<file path="src/core/tlstw_defs.svh">
`ifndef TLSTW_DEFS_SVH
`define TLSTW_DEFS_SVH

// ----------------------------------------------------------------------
// Register offsets (byte addresses on the AXI4-Lite port)
// ----------------------------------------------------------------------
`define TLSTW_OFS_CTRL 8'h00
`define TLSTW_OFS_BASE_LO 8'h04
`define TLSTW_OFS_BASE_HI 8'h08
`define TLSTW_OFS_SPLIT 8'h0C
`define TLSTW_OFS_INVAL 8'h10
`define TLSTW_OFS_STATUS 8'h14
`define TLSTW_OFS_EVENT 8'h18

// ----------------------------------------------------------------------
// Register fields and reset values
// ----------------------------------------------------------------------
`define TLSTW_CTRL_EN 0
`define TLSTW_CTRL_REC 1
`define TLSTW_CTRL_ATTR_LSB 8
`define TLSTW_CTRL_RST 32'h0000_0000
`define TLSTW_SPLIT_RST 4'h6
`define TLSTW_INVAL_GLOBAL 16
`define TLSTW_INVAL_RANGE 17
`define TLSTW_RESP_OKAY 2'h0
`define TLSTW_RESP_SLVERR 2'h2

// ----------------------------------------------------------------------
// Descriptor and stream entry layout
// ----------------------------------------------------------------------
`define TLSTW_SPAN_MAX 5'h0B
`define TLSTW_PTR_ALIGN 5
`define TLSTW_STE_SHIFT 6
`define TLSTW_L1D_SHIFT 3
`define TLSTW_STE_VALID 0
`define TLSTW_STE_CTX_LSB 8
`define TLSTW_CACHE_IDX 4
`define TLSTW_CACHE_DEPTH 16

`endif

</file>
<file path="src/core/tlstw_pkg.sv">
package tlstw_pkg;

  // Walk states, one-hot.
  typedef enum logic [5:0] {
    tlstw_idle_st = 6'h01,
    tlstw_look_st = 6'h02,
    tlstw_l1_wait_st = 6'h04,
    tlstw_check_st = 6'h08,
    tlstw_ste_wait_st = 6'h10,
    tlstw_done_st = 6'h20
  } tlstw_state_type;

  // Kind of misconfiguration reported with an error event.
  typedef enum logic [1:0] {
    tlstw_ev_none = 2'h0,
    tlstw_ev_bad_stream_id = 2'h1,
    tlstw_ev_bad_ste = 2'h2
  } tlstw_event_type;

endpackage

</file>
<file path="src/core/tlstw_desc_mem.sv">
`timescale 1ns/1ps
`include "tlstw_defs.svh"

// Cache storage for first-level descriptors with a registered read port.
module tlstw_desc_mem (
  // Clock.
  input wire logic mclk,
  // Write port.
  input wire logic wr_en,
  input wire logic [`TLSTW_CACHE_IDX-1:0] wr_addr,
  input wire logic [79:0] wr_data,
  // Read port.
  input wire logic [`TLSTW_CACHE_IDX-1:0] rd_addr,
  output logic [79:0] rd_data
);

  logic [79:0] mem [`TLSTW_CACHE_DEPTH];

  // Storage has no reset; validity is tracked by the walker.
  always_ff @(posedge mclk) begin
    if (wr_en) begin
      mem[wr_addr] <= wr_data;
    end
    rd_data <= mem[rd_addr];
  end

endmodule

</file>
<file path="src/core/tlstw_walk.sv">
`timescale 1ns/1ps
`include "tlstw_defs.svh"

// Functional notes
// - Fetched stream entries and descriptors are decoded as little-endian.
// - Non-zero undefined descriptor bits always make the descriptor invalid.
// - Every defined descriptor field is checked before use.
// - Use of an invalid structure aborts the client; a bad entry always logs a typed event, a bad descriptor only if recording enabled.
// - Descriptor and stream entry reads carry the table fetch attributes.
// - Context fetch attributes come from the selected stream entry.
// - Size field is bits [4:0]; zero makes the whole span invalid.
// - Sizes 1 to 11 give two to the power size minus one entries.
// - Sizes 12 to 31 behave exactly like zero.
// - Next-level pointer is bits [51:6], other address bits zero.
// - Pointer bits 5 plus size minus one down to zero are forced zero.
// - Pointer bits [51:48] are reserved-zero.
// - Size above split plus one is invalid.
// - Identifiers beyond the second-level range of a valid descriptor fail.
// - Failed lookups abort; bad identifier event only if recording enabled.
module tlstw_walk (
  // Clock and reset.
  input wire logic mclk,
  input wire logic reset,
  // AXI4-Lite register port.
  input wire logic s_axi_awvalid,
  output logic s_axi_awready,
  input wire logic [7:0] s_axi_awaddr,
  input wire logic s_axi_wvalid,
  output logic s_axi_wready,
  input wire logic [31:0] s_axi_wdata,
  input wire logic [3:0] s_axi_wstrb,
  output logic s_axi_bvalid,
  input wire logic s_axi_bready,
  output logic [1:0] s_axi_bresp,
  input wire logic s_axi_arvalid,
  output logic s_axi_arready,
  input wire logic [7:0] s_axi_araddr,
  output logic s_axi_rvalid,
  input wire logic s_axi_rready,
  output logic [31:0] s_axi_rdata,
  output logic [1:0] s_axi_rresp,
  // Client lookup requests.
  input wire logic cl_req_valid,
  output logic cl_req_ready,
  input wire logic [15:0] cl_req_stream_identifier,
  // Client lookup answers.
  output logic cl_rsp_valid,
  output logic cl_rsp_abort,
  output logic [51:0] cl_rsp_stream_entry_addr,
  output logic [5:0] cl_rsp_context_fetch_attributes,
  // Table memory reads.
  output logic mem_req_valid,
  input wire logic mem_req_ready,
  output logic [51:0] mem_req_addr,
  output logic [5:0] mem_req_attr,
  input wire logic mem_rsp_valid,
  input wire logic [63:0] mem_rsp_data,
  // Error events.
  output logic ev_valid,
  output logic [1:0] ev_type,
  output logic [15:0] ev_stream_identifier
);

  // --------------------------------------------------------------------
  // State
  // --------------------------------------------------------------------
  typedef struct packed {
    logic awready;
    logic wready;
    logic aw_held;
    logic w_held;
    logic [7:0] awaddr;
    logic [31:0] wdata;
    logic [3:0] wstrb;
    logic bvalid;
    logic [1:0] bresp;
    logic arready;
    logic rvalid;
    logic [31:0] rdata;
    logic [1:0] rresp;
    logic [31:0] ctrl;
    logic [51:0] base;
    logic [3:0] split;
    logic [`TLSTW_CACHE_DEPTH-1:0] cvalid;
    logic inv_hit;
    tlstw_pkg::tlstw_state_type st;
    logic [15:0] sid;
    logic [15:0] l1idx;
    logic [15:0] l2idx;
    logic [63:0] desc;
    logic req_ready;
    logic rsp_valid;
    logic rsp_abort;
    logic [51:0] ste_addr;
    logic [5:0] ctx_attr;
    logic mreq_valid;
    logic [51:0] mreq_addr;
    logic [5:0] mreq_attr;
    logic ev_valid;
    tlstw_pkg::tlstw_event_type ev_type;
    logic [15:0] ev_sid;
    logic [15:0] ev_count;
  } tlstw_state_struct_type;

  tlstw_state_struct_type s_q;
  tlstw_state_struct_type s_d;

  // Cache port signals.
  logic cache_wr;
  logic [`TLSTW_CACHE_IDX-1:0] cache_rd_addr;
  logic [79:0] cache_rd;

  // --------------------------------------------------------------------
  // Helpers
  // --------------------------------------------------------------------
  // Byte-lane merge for register writes.
  function automatic logic [31:0] tlstw_merge(input logic [31:0] old,
                                              input logic [31:0] data,
                                              input logic [3:0] strb);
    logic [31:0] r;
    r = old;
    for (int i = 0; i < 4; i++) begin
      if (strb[i]) begin
        r[8*i +: 8] = data[8*i +: 8];
      end
    end
    return r;
  endfunction

  // Address decode shared by the read and write paths.
  function automatic logic tlstw_mapped(input logic [7:0] a);
    return (a == `TLSTW_OFS_CTRL) || (a == `TLSTW_OFS_BASE_LO) ||
           (a == `TLSTW_OFS_BASE_HI) || (a == `TLSTW_OFS_SPLIT) ||
           (a == `TLSTW_OFS_INVAL) || (a == `TLSTW_OFS_STATUS) ||
           (a == `TLSTW_OFS_EVENT);
  endfunction

  // Checks a first-level descriptor for the given split and index.
  function automatic logic tlstw_desc_bad(input logic [63:0] d,
                                          input logic [3:0] split,
                                          input logic [15:0] l2idx);
    logic [4:0] span;
    logic bad;
    span = d[4:0];
    bad = (span == 5'h00);
    bad = bad || (span > `TLSTW_SPAN_MAX);
    bad = bad || ({1'b0, span} > ({2'h0, split} + 6'h01));
    bad = bad || d[5] || (d[63:52] != 12'h000);
    bad = bad || (d[51:48] != 4'h0);
    if (!bad) begin
      bad = (l2idx >> (span - 5'h01)) != 16'h0000;
    end
    return bad;
  endfunction

  // --------------------------------------------------------------------
  // Descriptor cache
  // --------------------------------------------------------------------
  tlstw_desc_mem u_mem (
    .mclk(mclk),
    .wr_en(cache_wr),
    .wr_addr(s_q.l1idx[`TLSTW_CACHE_IDX-1:0]),
    .wr_data({s_q.l1idx, mem_rsp_data}),
    .rd_addr(cache_rd_addr),
    .rd_data(cache_rd)
  );

  // The lookup index is formed from the request itself so that the
  // registered cache read lands in the cycle after acceptance.
  assign cache_rd_addr = 4'(cl_req_stream_identifier >> s_q.split);

  // --------------------------------------------------------------------
  // Next-state logic
  // --------------------------------------------------------------------
  // Register port, invalidations and the table walk share one process so
  // that an invalidation and a cache fill in the same cycle resolve here.
  always_comb begin
    logic [51:0] ptr;
    logic [51:0] amask;
    logic [31:0] wr_val;
    logic ste_ok;
    s_d = s_q;
    ptr = 52'h0_0000_0000_0000;
    amask = 52'h0_0000_0000_0000;
    wr_val = 32'h0000_0000;
    ste_ok = 1'b0;
    cache_wr = 1'b0;
    s_d.rsp_valid = 1'b0;
    s_d.ev_valid = 1'b0;

    // Write address and data are taken in either order.
    if (s_q.awready && s_axi_awvalid) begin
      s_d.awaddr = s_axi_awaddr;
      s_d.aw_held = 1'b1;
      s_d.awready = 1'b0;
    end
    if (s_q.wready && s_axi_wvalid) begin
      s_d.wdata = s_axi_wdata;
      s_d.wstrb = s_axi_wstrb;
      s_d.w_held = 1'b1;
      s_d.wready = 1'b0;
    end
    if (s_q.aw_held && s_q.w_held && !s_q.bvalid) begin
      s_d.aw_held = 1'b0;
      s_d.w_held = 1'b0;
      s_d.bvalid = 1'b1;
      s_d.bresp = tlstw_mapped(s_q.awaddr) ? `TLSTW_RESP_OKAY :
                  `TLSTW_RESP_SLVERR;
      case (s_q.awaddr)
        `TLSTW_OFS_CTRL: begin
          s_d.ctrl = tlstw_merge(s_q.ctrl, s_q.wdata, s_q.wstrb);
        end
        `TLSTW_OFS_BASE_LO: begin
          s_d.base[31:0] = tlstw_merge(s_q.base[31:0], s_q.wdata,
                                       s_q.wstrb);
        end
        `TLSTW_OFS_BASE_HI: begin
          wr_val = tlstw_merge({12'h000, s_q.base[51:32]}, s_q.wdata,
                               s_q.wstrb);
          s_d.base[51:32] = wr_val[19:0];
        end
        `TLSTW_OFS_SPLIT: begin
          wr_val = tlstw_merge({28'h000_0000, s_q.split}, s_q.wdata,
                               s_q.wstrb);
          s_d.split = wr_val[3:0];
        end
        `TLSTW_OFS_INVAL: begin
          // Range and global forms both drop the whole cache, which is
          // never less than the span they cover.
          if (s_q.wdata[`TLSTW_INVAL_GLOBAL] ||
              s_q.wdata[`TLSTW_INVAL_RANGE]) begin
            s_d.cvalid = '0;
          end else begin
            s_d.cvalid[4'(s_q.wdata[15:0] >> s_q.split)] = 1'b0;
          end
          // A walk in flight must not refill a descriptor just dropped.
          s_d.inv_hit = 1'b1;
        end
        default: begin
        end
      endcase
    end
    if (s_q.bvalid && s_axi_bready) begin
      s_d.bvalid = 1'b0;
      s_d.awready = 1'b1;
      s_d.wready = 1'b1;
    end

    // Register reads answer one cycle after the address is taken.
    if (s_q.arready && s_axi_arvalid) begin
      s_d.arready = 1'b0;
      s_d.rvalid = 1'b1;
      s_d.rresp = tlstw_mapped(s_axi_araddr) ? `TLSTW_RESP_OKAY :
                  `TLSTW_RESP_SLVERR;
      case (s_axi_araddr)
        `TLSTW_OFS_CTRL: s_d.rdata = s_q.ctrl;
        `TLSTW_OFS_BASE_LO: s_d.rdata = s_q.base[31:0];
        `TLSTW_OFS_BASE_HI: s_d.rdata = {12'h000, s_q.base[51:32]};
        `TLSTW_OFS_SPLIT: s_d.rdata = {28'h000_0000, s_q.split};
        `TLSTW_OFS_STATUS: s_d.rdata = {s_q.ev_count, 13'h0000,
                                        s_q.ev_type,
                                        !s_q.st[0]};
        `TLSTW_OFS_EVENT: s_d.rdata = {16'h0000, s_q.ev_sid};
        default: s_d.rdata = 32'h0000_0000;
      endcase
    end
    if (s_q.rvalid && s_axi_rready) begin
      s_d.rvalid = 1'b0;
      s_d.arready = 1'b1;
    end

    // Memory request is held until the memory takes it.
    if (s_q.mreq_valid && mem_req_ready) begin
      s_d.mreq_valid = 1'b0;
    end

    // Table walk.
    case (s_q.st)
      tlstw_pkg::tlstw_idle_st: begin
        if (s_q.req_ready && cl_req_valid) begin
          s_d.req_ready = 1'b0;
          s_d.sid = cl_req_stream_identifier;
          s_d.l1idx = cl_req_stream_identifier >> s_q.split;
          s_d.l2idx = cl_req_stream_identifier &
                      ((16'h0001 << s_q.split) - 16'h0001);
          s_d.inv_hit = 1'b0;
          s_d.st = tlstw_pkg::tlstw_look_st;
        end
      end
      tlstw_pkg::tlstw_look_st: begin
        if (!s_q.ctrl[`TLSTW_CTRL_EN]) begin
          // Walks are refused while the unit is off.
          s_d.rsp_abort = 1'b1;
          s_d.st = tlstw_pkg::tlstw_done_st;
        end else if (s_q.cvalid[s_q.l1idx[`TLSTW_CACHE_IDX-1:0]] &&
                     cache_rd[79:64] == s_q.l1idx) begin
          s_d.desc = cache_rd[63:0];
          s_d.st = tlstw_pkg::tlstw_check_st;
        end else begin
          s_d.mreq_valid = 1'b1;
          s_d.mreq_addr = s_q.base +
                          {33'h0_0000_0000, s_q.l1idx, 3'h0};
          s_d.mreq_attr = s_q.ctrl[`TLSTW_CTRL_ATTR_LSB +: 6];
          s_d.st = tlstw_pkg::tlstw_l1_wait_st;
        end
      end
      tlstw_pkg::tlstw_l1_wait_st: begin
        if (mem_rsp_valid && !s_q.mreq_valid) begin
          // Byte 0 of the bus is the lowest-addressed byte.
          s_d.desc = mem_rsp_data;
          if (!s_q.inv_hit && !s_d.inv_hit) begin
            cache_wr = 1'b1;
            s_d.cvalid[s_q.l1idx[`TLSTW_CACHE_IDX-1:0]] = 1'b1;
          end
          s_d.st = tlstw_pkg::tlstw_check_st;
        end
      end
      tlstw_pkg::tlstw_check_st: begin
        if (tlstw_desc_bad(s_q.desc, s_q.split, s_q.l2idx)) begin
          s_d.rsp_abort = 1'b1;
          if (s_q.ctrl[`TLSTW_CTRL_REC]) begin
            s_d.ev_valid = 1'b1;
            s_d.ev_type = tlstw_pkg::tlstw_ev_bad_stream_id;
            s_d.ev_sid = s_q.sid;
            s_d.ev_count = s_q.ev_count + 16'h0001;
          end
          s_d.st = tlstw_pkg::tlstw_done_st;
        end else begin
          ptr = {s_q.desc[51:6], 6'h00};
          amask = ~((52'h0_0000_0000_0002 <<
                     (`TLSTW_PTR_ALIGN + s_q.desc[4:0] - 5'h01)) -
                    52'h0_0000_0000_0001);
          ptr = ptr & amask;
          s_d.ste_addr = ptr + {30'h0000_0000, s_q.l2idx, 6'h00};
          s_d.mreq_valid = 1'b1;
          s_d.mreq_addr = s_d.ste_addr;
          s_d.mreq_attr = s_q.ctrl[`TLSTW_CTRL_ATTR_LSB +: 6];
          s_d.st = tlstw_pkg::tlstw_ste_wait_st;
        end
      end
      tlstw_pkg::tlstw_ste_wait_st: begin
        if (mem_rsp_valid && !s_q.mreq_valid) begin
          ste_ok = mem_rsp_data[`TLSTW_STE_VALID];
          s_d.ctx_attr = mem_rsp_data[`TLSTW_STE_CTX_LSB +: 6];
          s_d.rsp_abort = !ste_ok;
          if (!ste_ok) begin
            // An invalid entry is always logged.
            s_d.ev_valid = 1'b1;
            s_d.ev_type = tlstw_pkg::tlstw_ev_bad_ste;
            s_d.ev_sid = s_q.sid;
            s_d.ev_count = s_q.ev_count + 16'h0001;
          end
          s_d.st = tlstw_pkg::tlstw_done_st;
        end
      end
      tlstw_pkg::tlstw_done_st: begin
        s_d.rsp_valid = 1'b1;
        s_d.req_ready = 1'b1;
        s_d.st = tlstw_pkg::tlstw_idle_st;
      end
      default: begin
        s_d.st = tlstw_pkg::tlstw_idle_st;
        s_d.req_ready = 1'b1;
      end
    endcase
    if (s_q.st == tlstw_pkg::tlstw_idle_st && s_d.st !=
        tlstw_pkg::tlstw_idle_st) begin
      s_d.rsp_abort = 1'b0;
      s_d.ctx_attr = 6'h00;
      s_d.ste_addr = 52'h0_0000_0000_0000;
    end
  end

  // --------------------------------------------------------------------
  // State register
  // --------------------------------------------------------------------
  // Reset loads constants only; the cache contents need no reset since
  // every line starts invalid.
  always_ff @(posedge mclk or posedge reset) begin
    if (reset) begin
      s_q <= '0;
      s_q.awready <= 1'b1;
      s_q.wready <= 1'b1;
      s_q.arready <= 1'b1;
      s_q.ctrl <= `TLSTW_CTRL_RST;
      s_q.split <= `TLSTW_SPLIT_RST;
      s_q.st <= tlstw_pkg::tlstw_idle_st;
      s_q.req_ready <= 1'b1;
      s_q.ev_type <= tlstw_pkg::tlstw_ev_none;
    end else begin
      s_q <= s_d;
    end
  end

  // --------------------------------------------------------------------
  // Outputs
  // --------------------------------------------------------------------
  // Every output is a field of the state register.
  assign s_axi_awready = s_q.awready;
  assign s_axi_wready = s_q.wready;
  assign s_axi_bvalid = s_q.bvalid;
  assign s_axi_bresp = s_q.bresp;
  assign s_axi_arready = s_q.arready;
  assign s_axi_rvalid = s_q.rvalid;
  assign s_axi_rdata = s_q.rdata;
  assign s_axi_rresp = s_q.rresp;
  assign cl_req_ready = s_q.req_ready;
  assign cl_rsp_valid = s_q.rsp_valid;
  assign cl_rsp_abort = s_q.rsp_abort;
  assign cl_rsp_stream_entry_addr = s_q.ste_addr;
  assign cl_rsp_context_fetch_attributes = s_q.ctx_attr;
  assign mem_req_valid = s_q.mreq_valid;
  assign mem_req_addr = s_q.mreq_addr;
  assign mem_req_attr = s_q.mreq_attr;
  assign ev_valid = s_q.ev_valid;
  assign ev_type = s_q.ev_type;
  assign ev_stream_identifier = s_q.ev_sid;

endmodule

</file>
<file path="config.mk">
export PLATFORM = sky130hd
export DESIGN_NAME = tlstw_walk
export DESIGN_NICKNAME = d
export VERILOG_FILES = /design/src/core/tlstw_pkg.sv /design/src/core/tlstw_desc_mem.sv /design/src/core/tlstw_walk.sv
export VERILOG_INCLUDE_DIRS = /design/src /design/src/core
export SDC_FILE = /design/constraint.sdc
export NUM_CORES = 2
export LEC_CHECK = 0
export ABC_AREA = 1
export BUFFER_PORTS_ARGS = -buffer_cell sky130_fd_sc_hd__clkbuf_2
export CORE_ASPECT_RATIO = 0.5
export CORE_MARGIN = 2
export CORE_UTILIZATION = 55
export DETAILED_ROUTE_END_ITERATION = 12
export PLACE_DENSITY_LB_ADDON = 0.08
export SYNTH_ARGS = -nofsm -noshare
export SYNTH_HDL_FRONTEND = slang
export SYNTH_SLANG_ARGS = --single-unit
</file>
<file path="constraint.sdc">
create_clock -name mclk -period 17.6 [get_ports mclk]
set_input_delay 0.88 -clock mclk [delete_from_list [all_inputs] [get_ports mclk]]
set_output_delay 0.88 -clock mclk [all_outputs]
set_load 0.05 [all_outputs]
</file>
Yosys cells after proc, flatten, opt, wreduce, memory -nomap -nowiden
Memory sizes are Yosys's and may differ from the RTL's. A register that Yosys moved wholly into a read port is not among the register bits.
Cells that the tools add are included.
- bits in registers: 465
- bits in writable memories: 1280
- bits of input ports: 142
- logic and storage cells: 251
- memories: 1
- add/sub/neg operators: 9
- magnitude comparators: 6
- equal/unequal tests: 34
- shifts and indexed selects: 5
- muxes and demuxes: 66
- bitwise logic cells: 7
- reductions and logical operators: 79
- memory list (memory ; depth ; width ; read ports ; clocked after Yosys merged registers in ; wr ports ; RTL line ; text):
    u_mem.mem ; 16 ; 80 ; 1 ; 1 ; 1 ; tlstw_desc_mem.sv:17 ; logic [79:0] mem [`TLSTW_CACHE_DEPTH];
- operators with widths (kind ; number):
    $mux W59 ; 4
    $mux W64 ; 3
    $pmux W32 S6 ; 1
    $mux W35 ; 4
    $pmux W64 S2 ; 1
    $pmux W59 S2 ; 1
    $mux W52 ; 2
    $pmux W35 S2 ; 1
    $mux W16 ; 4
    $mux W55 ; 1
    $add A52 B19 Y52 ; 1
    $add A52 B22 Y52 ; 1
    $and A52 B52 Y52 ; 1
    $not A52 Y52 ; 1
    $shl A2 B32 Y52 const A ; 1
    $sub A52 B1 Y52 const B ; 1
    $eq A8 B5 Y1 const B ; 6
    $mux W36 ; 1
    $mux W6 ; 6
    $reduce_and A3 Y1 ; 12
    $mux W17 ; 2
    $and A16 B16 Y16 ; 2
    $eq A8 B4 Y1 const B ; 4
    $pmux W6 S5 ; 1
    other kinds (51) ; 144

Logic depth before layout (Yosys ltp)
- word-level depth: 17
- gate-level depth with buffers: 34
- depth with buffers taken out: 31

Modules after synthesis
From an unflattened synthesis, not the netlist that was laid out.
- cells, all modules: 8848
- area total of the unflattened synthesis: 83042.1 um2
- modules (own cells, without submodules) (module ; times used ; cells each ; area an instance (um2) ; sequential area each (um2)):
    tlstw_desc_mem ; 1 ; 5255 ; 56195.1 ; 40038.4
    tlstw_walk ; 1 ; 3593 ; 26847.0 ; 11444.7

Worst setup path before layout
Ideal clock, no wire load.
- kind: input to register
- from: in mem_rsp_valid
- to: mem u_mem.mem[0][0], enable pin
- library setup time: 0.519 ns
- data arrival time: 5.031 ns
- required time: 17.081 ns
- setup slack: 12.049 ns
- cell stages on the path: 6
- path through: inv_1 -> nor2_1 -> nand2_1 -> nor3_1 -> nand2_1 -> nor2_1
- word-level cells in the longest chain between the ends: 5
- ends and longest elaborated chain (item ; RTL line ; text):
    from (decl) ; tlstw_walk.sv:56 ; input wire logic mem_rsp_valid,
    $logic_and A1 B1 Y1 ; tlstw_walk.sv:308 ; if (mem_rsp_valid && !s_q.mreq_valid) begin
    $mux W1 ; tlstw_walk.sv:308 ;
    $mux W1 ; tlstw_walk.sv:278 ; case (s_q.st)
    $mux W1 ; tlstw_desc_mem.sv:21 ; if (wr_en) begin
    $mux W1 (implied by the code) ; tlstw_desc_mem.sv:22 ; mem[wr_addr] <= wr_data;
    to (decl) ; tlstw_desc_mem.sv:17 ;
Every way passes these cells.

Worst setup path in the final report
- from: reg s_q[291] (netlist name)
- to: reg u_mem.rd_data[38] (read register of u_mem.mem)
- word-level cells in the longest chain between the ends: 1
- ends and longest elaborated chain (item ; RTL line ; text):
    from (decl) ; tlstw_walk.sv:105 ; tlstw_state_struct_type s_q;
    $shr A16 B4 Y16 ; - ;
    to (decl) ; tlstw_desc_mem.sv:14 ; output logic [79:0] rd_data
Every way passes these cells.
A chain may end at the register's enable or synchronous reset.

==> run summary <==
Synth Register Bits: 1817
Non-Filler Instances: 9882
Slew Limit Fails: 0
Crit Path Category: reg2reg
initial drt markers: 6519
# clock sinks: 1817
Switch Pwr: 3.976 mW
R2R Setup Slk: 11200 ps
GR Overflow Total: 0
Finished Cell Area: 88170 µm²
total CTS buffers: 168
vias in the first global route: 51520
worst vdd ir: 161.7 µV
drt wl/cell: 23.87 µm
startpoint types: flop
Flop pwr share: 43.8%
Primary FF master, synth: edfxtp_1
Rel. slew slack: 17.52%
CTS Buffer Depth: 4
power per cell area: 133.7 nW/µm²
layout cell share with drive strength beyond 1: 10.29%
Ports: 322
CP required: 18310 ps
post-synthesis sequential area ratio: 63.69%
Die W: 546.1 µm
Worst R2R End: u_mem.rd_data[38]
Max Cap Viol: 0
Row Count: 99
Synth Warn #: 0
CTS tree: done
die area: 150200 µm²
clock network fraction of total power: 30.9%
worst r2r src: s_q[291]
Min-Delay Path Class: in2async
# placed instances: 9581
Syn Inst Count: 7766
synthesized area: 80830 µm²
placer congestion estimate: 0.9718
P_int: 7.816 mW
Worst Reg-to-Reg Cells: 15
DRT Pass-1 Iters: 8
root buffer cell: clkbuf_16
final wirelength: 235900 µm
combinational share of power: 25.3%
Crit path arrival time: 7100 ps
area delta synth->final: 9.088%
first-pass GRT wire length: 342900 µm
Leak Pwr: 35.52 nW
H-Tree Level Count: 4
FMAX: 156.3 MHz
DP HPWL: 142100 µm
Clock Latency Late Sink: 820 ps
Vias per Instance: 5.793
Least-Margin Pin Slew: 1237 ps
Worst-path clk slew: 70 ps
cts repair resizes: 0
TNS Setup: 0 ps
Synth cell types: 68
via count: 57240
Avg Inst Size Synth: 10.41 µm²
EDFF count, synth: 1280
# nets final: 7980
largest net degree at the start of global routing: 278
Async S/R FF share, synth: 25.15%
minimum clock period: 6398 ps
clk_skew: 60.02 ps
DRC viols: 0
post-layout util: 60.48%
Fillers: 12140
Placed Area: 82830 µm²
Post-CTS Setup Inserts: 0
total core area: 145800 µm²
final hold vios: 0
initial antenna violation count: 11
RSZ-0062 raised after global routing: false
Initial Utilization: 55.44%
die height: 275.1 µm
period utilisation layout: 36.35%
GRT Overall Usage: 30.85%
Sw Ratio: 33.71%
status: finished clean
Setup crit end kind: flop
# setup viols final: 0
Hold Buf Count CTS: 0
Routed Antenna Nets: 0
port bufs: 313
crit path max fanout: 277
-- per-layer routing --
layer | vias up | GRT usage [%] | share of wire [%]
li1 | 26620 | - | -
met1 | 27850 | 45.81 | 44
met2 | 2390 | 46.90 | 44
met3 | 375 | 5.613 | 9.1
met4 | 10 | 8.359 | 2.8
met5 | - | 0 | 0.028
-- cell usage in the layout (no fill, tap or decap), types with 9 or more instances in the layout --
master and n:
edfxtp_1 1280, a22oi_1 9, clkbuf_1 42, dfxtp_1 80
clkinv_2 22, clkbuf_16 171, inv_1 974, clkbuf_8 17
clkinv_1 24, a31oi_1 69, a221oi_1 18, clkbuf_2 313
nand2_1 1568, nand3_2 16, a21oi_1 246, nor2_4 30
xor2_1 34, nor4_1 21, bufinv_16 12, nand2_2 28
xnor2_1 16, nor2_1 292, or2_2 12, o211ai_1 567
dfrtp_1 450, a21o_1 11, o31ai_1 10, o21ai_0 692
nor3_1 49, nor2_2 22, o22ai_1 21, inv_2 26
buf_4 87, nand4_1 55, ha_1 54, nand3_1 435
o21ai_1 15
-- state kept, by name (all words and copies together) (netlist names), 2 cells and up --
name	count
s_axi_rdata	32
u_mem.mem	1280
mem_req_attr	6
s_q	285
mem_req_addr	52
ev_stream_identifier	16
cl_rsp_stream_entry_addr	46
ev_type	2
u_mem.rd_data	80
cl_rsp_context_fetch_attributes	6
-- worst max-delay path by stage --
stage / startpoint / end / slack, ps / cells after the start
after CTS: s_q[291] / u_mem.rd_data[38] / 11290 / 15
after floorplan: reset / cl_rsp_abort / 3990 / 1
after global placement: s_q[291] / u_mem.rd_data[41] / 11380 / 15
after detailed placement: s_q[291] / u_mem.rd_data[48] / 11300 / 15
after global routing: s_q[291] / u_mem.rd_data[36] / 10530 / 15
final: s_q[291] / u_mem.rd_data[38] / 11200 / 15
-- metrics by stage --
stage	worst slack, ps	hold WS, ps	power (mW)
final	11200	228.0	11.79
after global routing	10530	269.0	12.34
after CTS	11290	238.9	11.79
after detailed placement	11300	449.5	8.196
after global placement	11380	442.2	8.159
after floorplan	3991	430.7	7.273
-- power by group through the flow --
stage | clock network, mW | logic [mW] | registers, mW
3_5_place_dp | 0 | 2.95 | 5.24
4_1_cts | 3.68 | 2.96 | 5.15
3_3_place_gp | 0 | 2.92 | 5.24
6_report | 3.64 | 2.99 | 5.16
5_1_grt | 3.85 | 3.30 | 5.19
2_1_floorplan | 0 | 2.07 | 5.21
-- layout make-up --
cell class | count | area [µm²] | area share (%)
sequential | 1817 | 51480 | 58.39
multi-input combinational | 4382 | 22760 | 25.81
clock buffer | 230 | 4671 | 5.297
inverter | 1008 | 3810 | 4.321
tap | 1969 | 2464 | 2.794
timing repair buffer | 405 | 2320 | 2.631
clock inverter | 69 | 664.4 | 0.7535
antenna | 2 | 5.005 | 0.005676
-- cells by family (layout without fill, tap and decap cells) --
| family | Yosys count | count (layout) | synth area share (%) |
|---|---|---|---|
| XOR/XNOR | 50 | 50 | 0.5418 |
| flip-flops | 1817 | 1817 | 63.69 |
| AO/OA/AOI/OAI | 1707 | 1707 | 12.83 |
| other | 1 | 10 | 0.004639 |
| buffers and inverters | 1574 | 1712 | 8.419 |
| multiplexers | 4 | 4 | 0.04954 |
| adder cells (fa/ha/maj) | 56 | 56 | 0.8854 |
| AND/OR/NAND/NOR | 2557 | 2557 | 13.57 |
-- critical path, cell delays in order, from the launching register on --
cell and delay (ps):
dfstp_2 840, clkinv_1 720, nand3_1 280, o21ai_0 200
mux2i_1 240, nand2_1 70, o211ai_1 120, buf_4 640
buf_12 660, buf_12 570, buf_12 730, nand2_1 100
o21ai_0 110, o21ai_0 120, o211ai_1 260, nand2_1 70
-- cells in the mapped netlist (all sizes together), types with 3 or more instances --
| master | n | share of area, % |
|---|---|---|
| a211oi | 4 | 0.037 |
| a21boi | 4 | 0.037 |
| a21o | 11 | 0.10 |
| a21oi | 248 | 1.5 |
| a221oi | 18 | 0.20 |
| a22o | 7 | 0.076 |
| a22oi | 9 | 0.084 |
| a31oi | 69 | 0.53 |
| buf | 336 | 2.7 |
| clkbuf | 230 | 1.1 |
| dfrtp | 450 | 14 |
| dfstp | 7 | 0.23 |
| dfxtp | 80 | 2.0 |
| edfxtp | 1280 | 48 |
| ha | 54 | 0.84 |
| inv | 1006 | 4.7 |
| mux2i | 4 | 0.050 |
| nand2 | 1602 | 7.6 |
| nand3 | 456 | 3.0 |
| nand3b | 6 | 0.076 |
| nand4 | 55 | 0.43 |
| nor2 | 347 | 1.9 |
| nor3 | 51 | 0.32 |
| nor4 | 23 | 0.18 |
| o2111ai | 4 | 0.043 |
| o211ai | 567 | 5.3 |
| o21a | 8 | 0.074 |
| o21ai | 712 | 4.4 |
| o21bai | 3 | 0.028 |
| o22ai | 21 | 0.16 |
| o31ai | 10 | 0.093 |
| or2 | 13 | 0.10 |
| xnor2 | 16 | 0.17 |
| xor2 | 34 | 0.37 |
No activity file was read; power rests on OpenSTA's default activity.
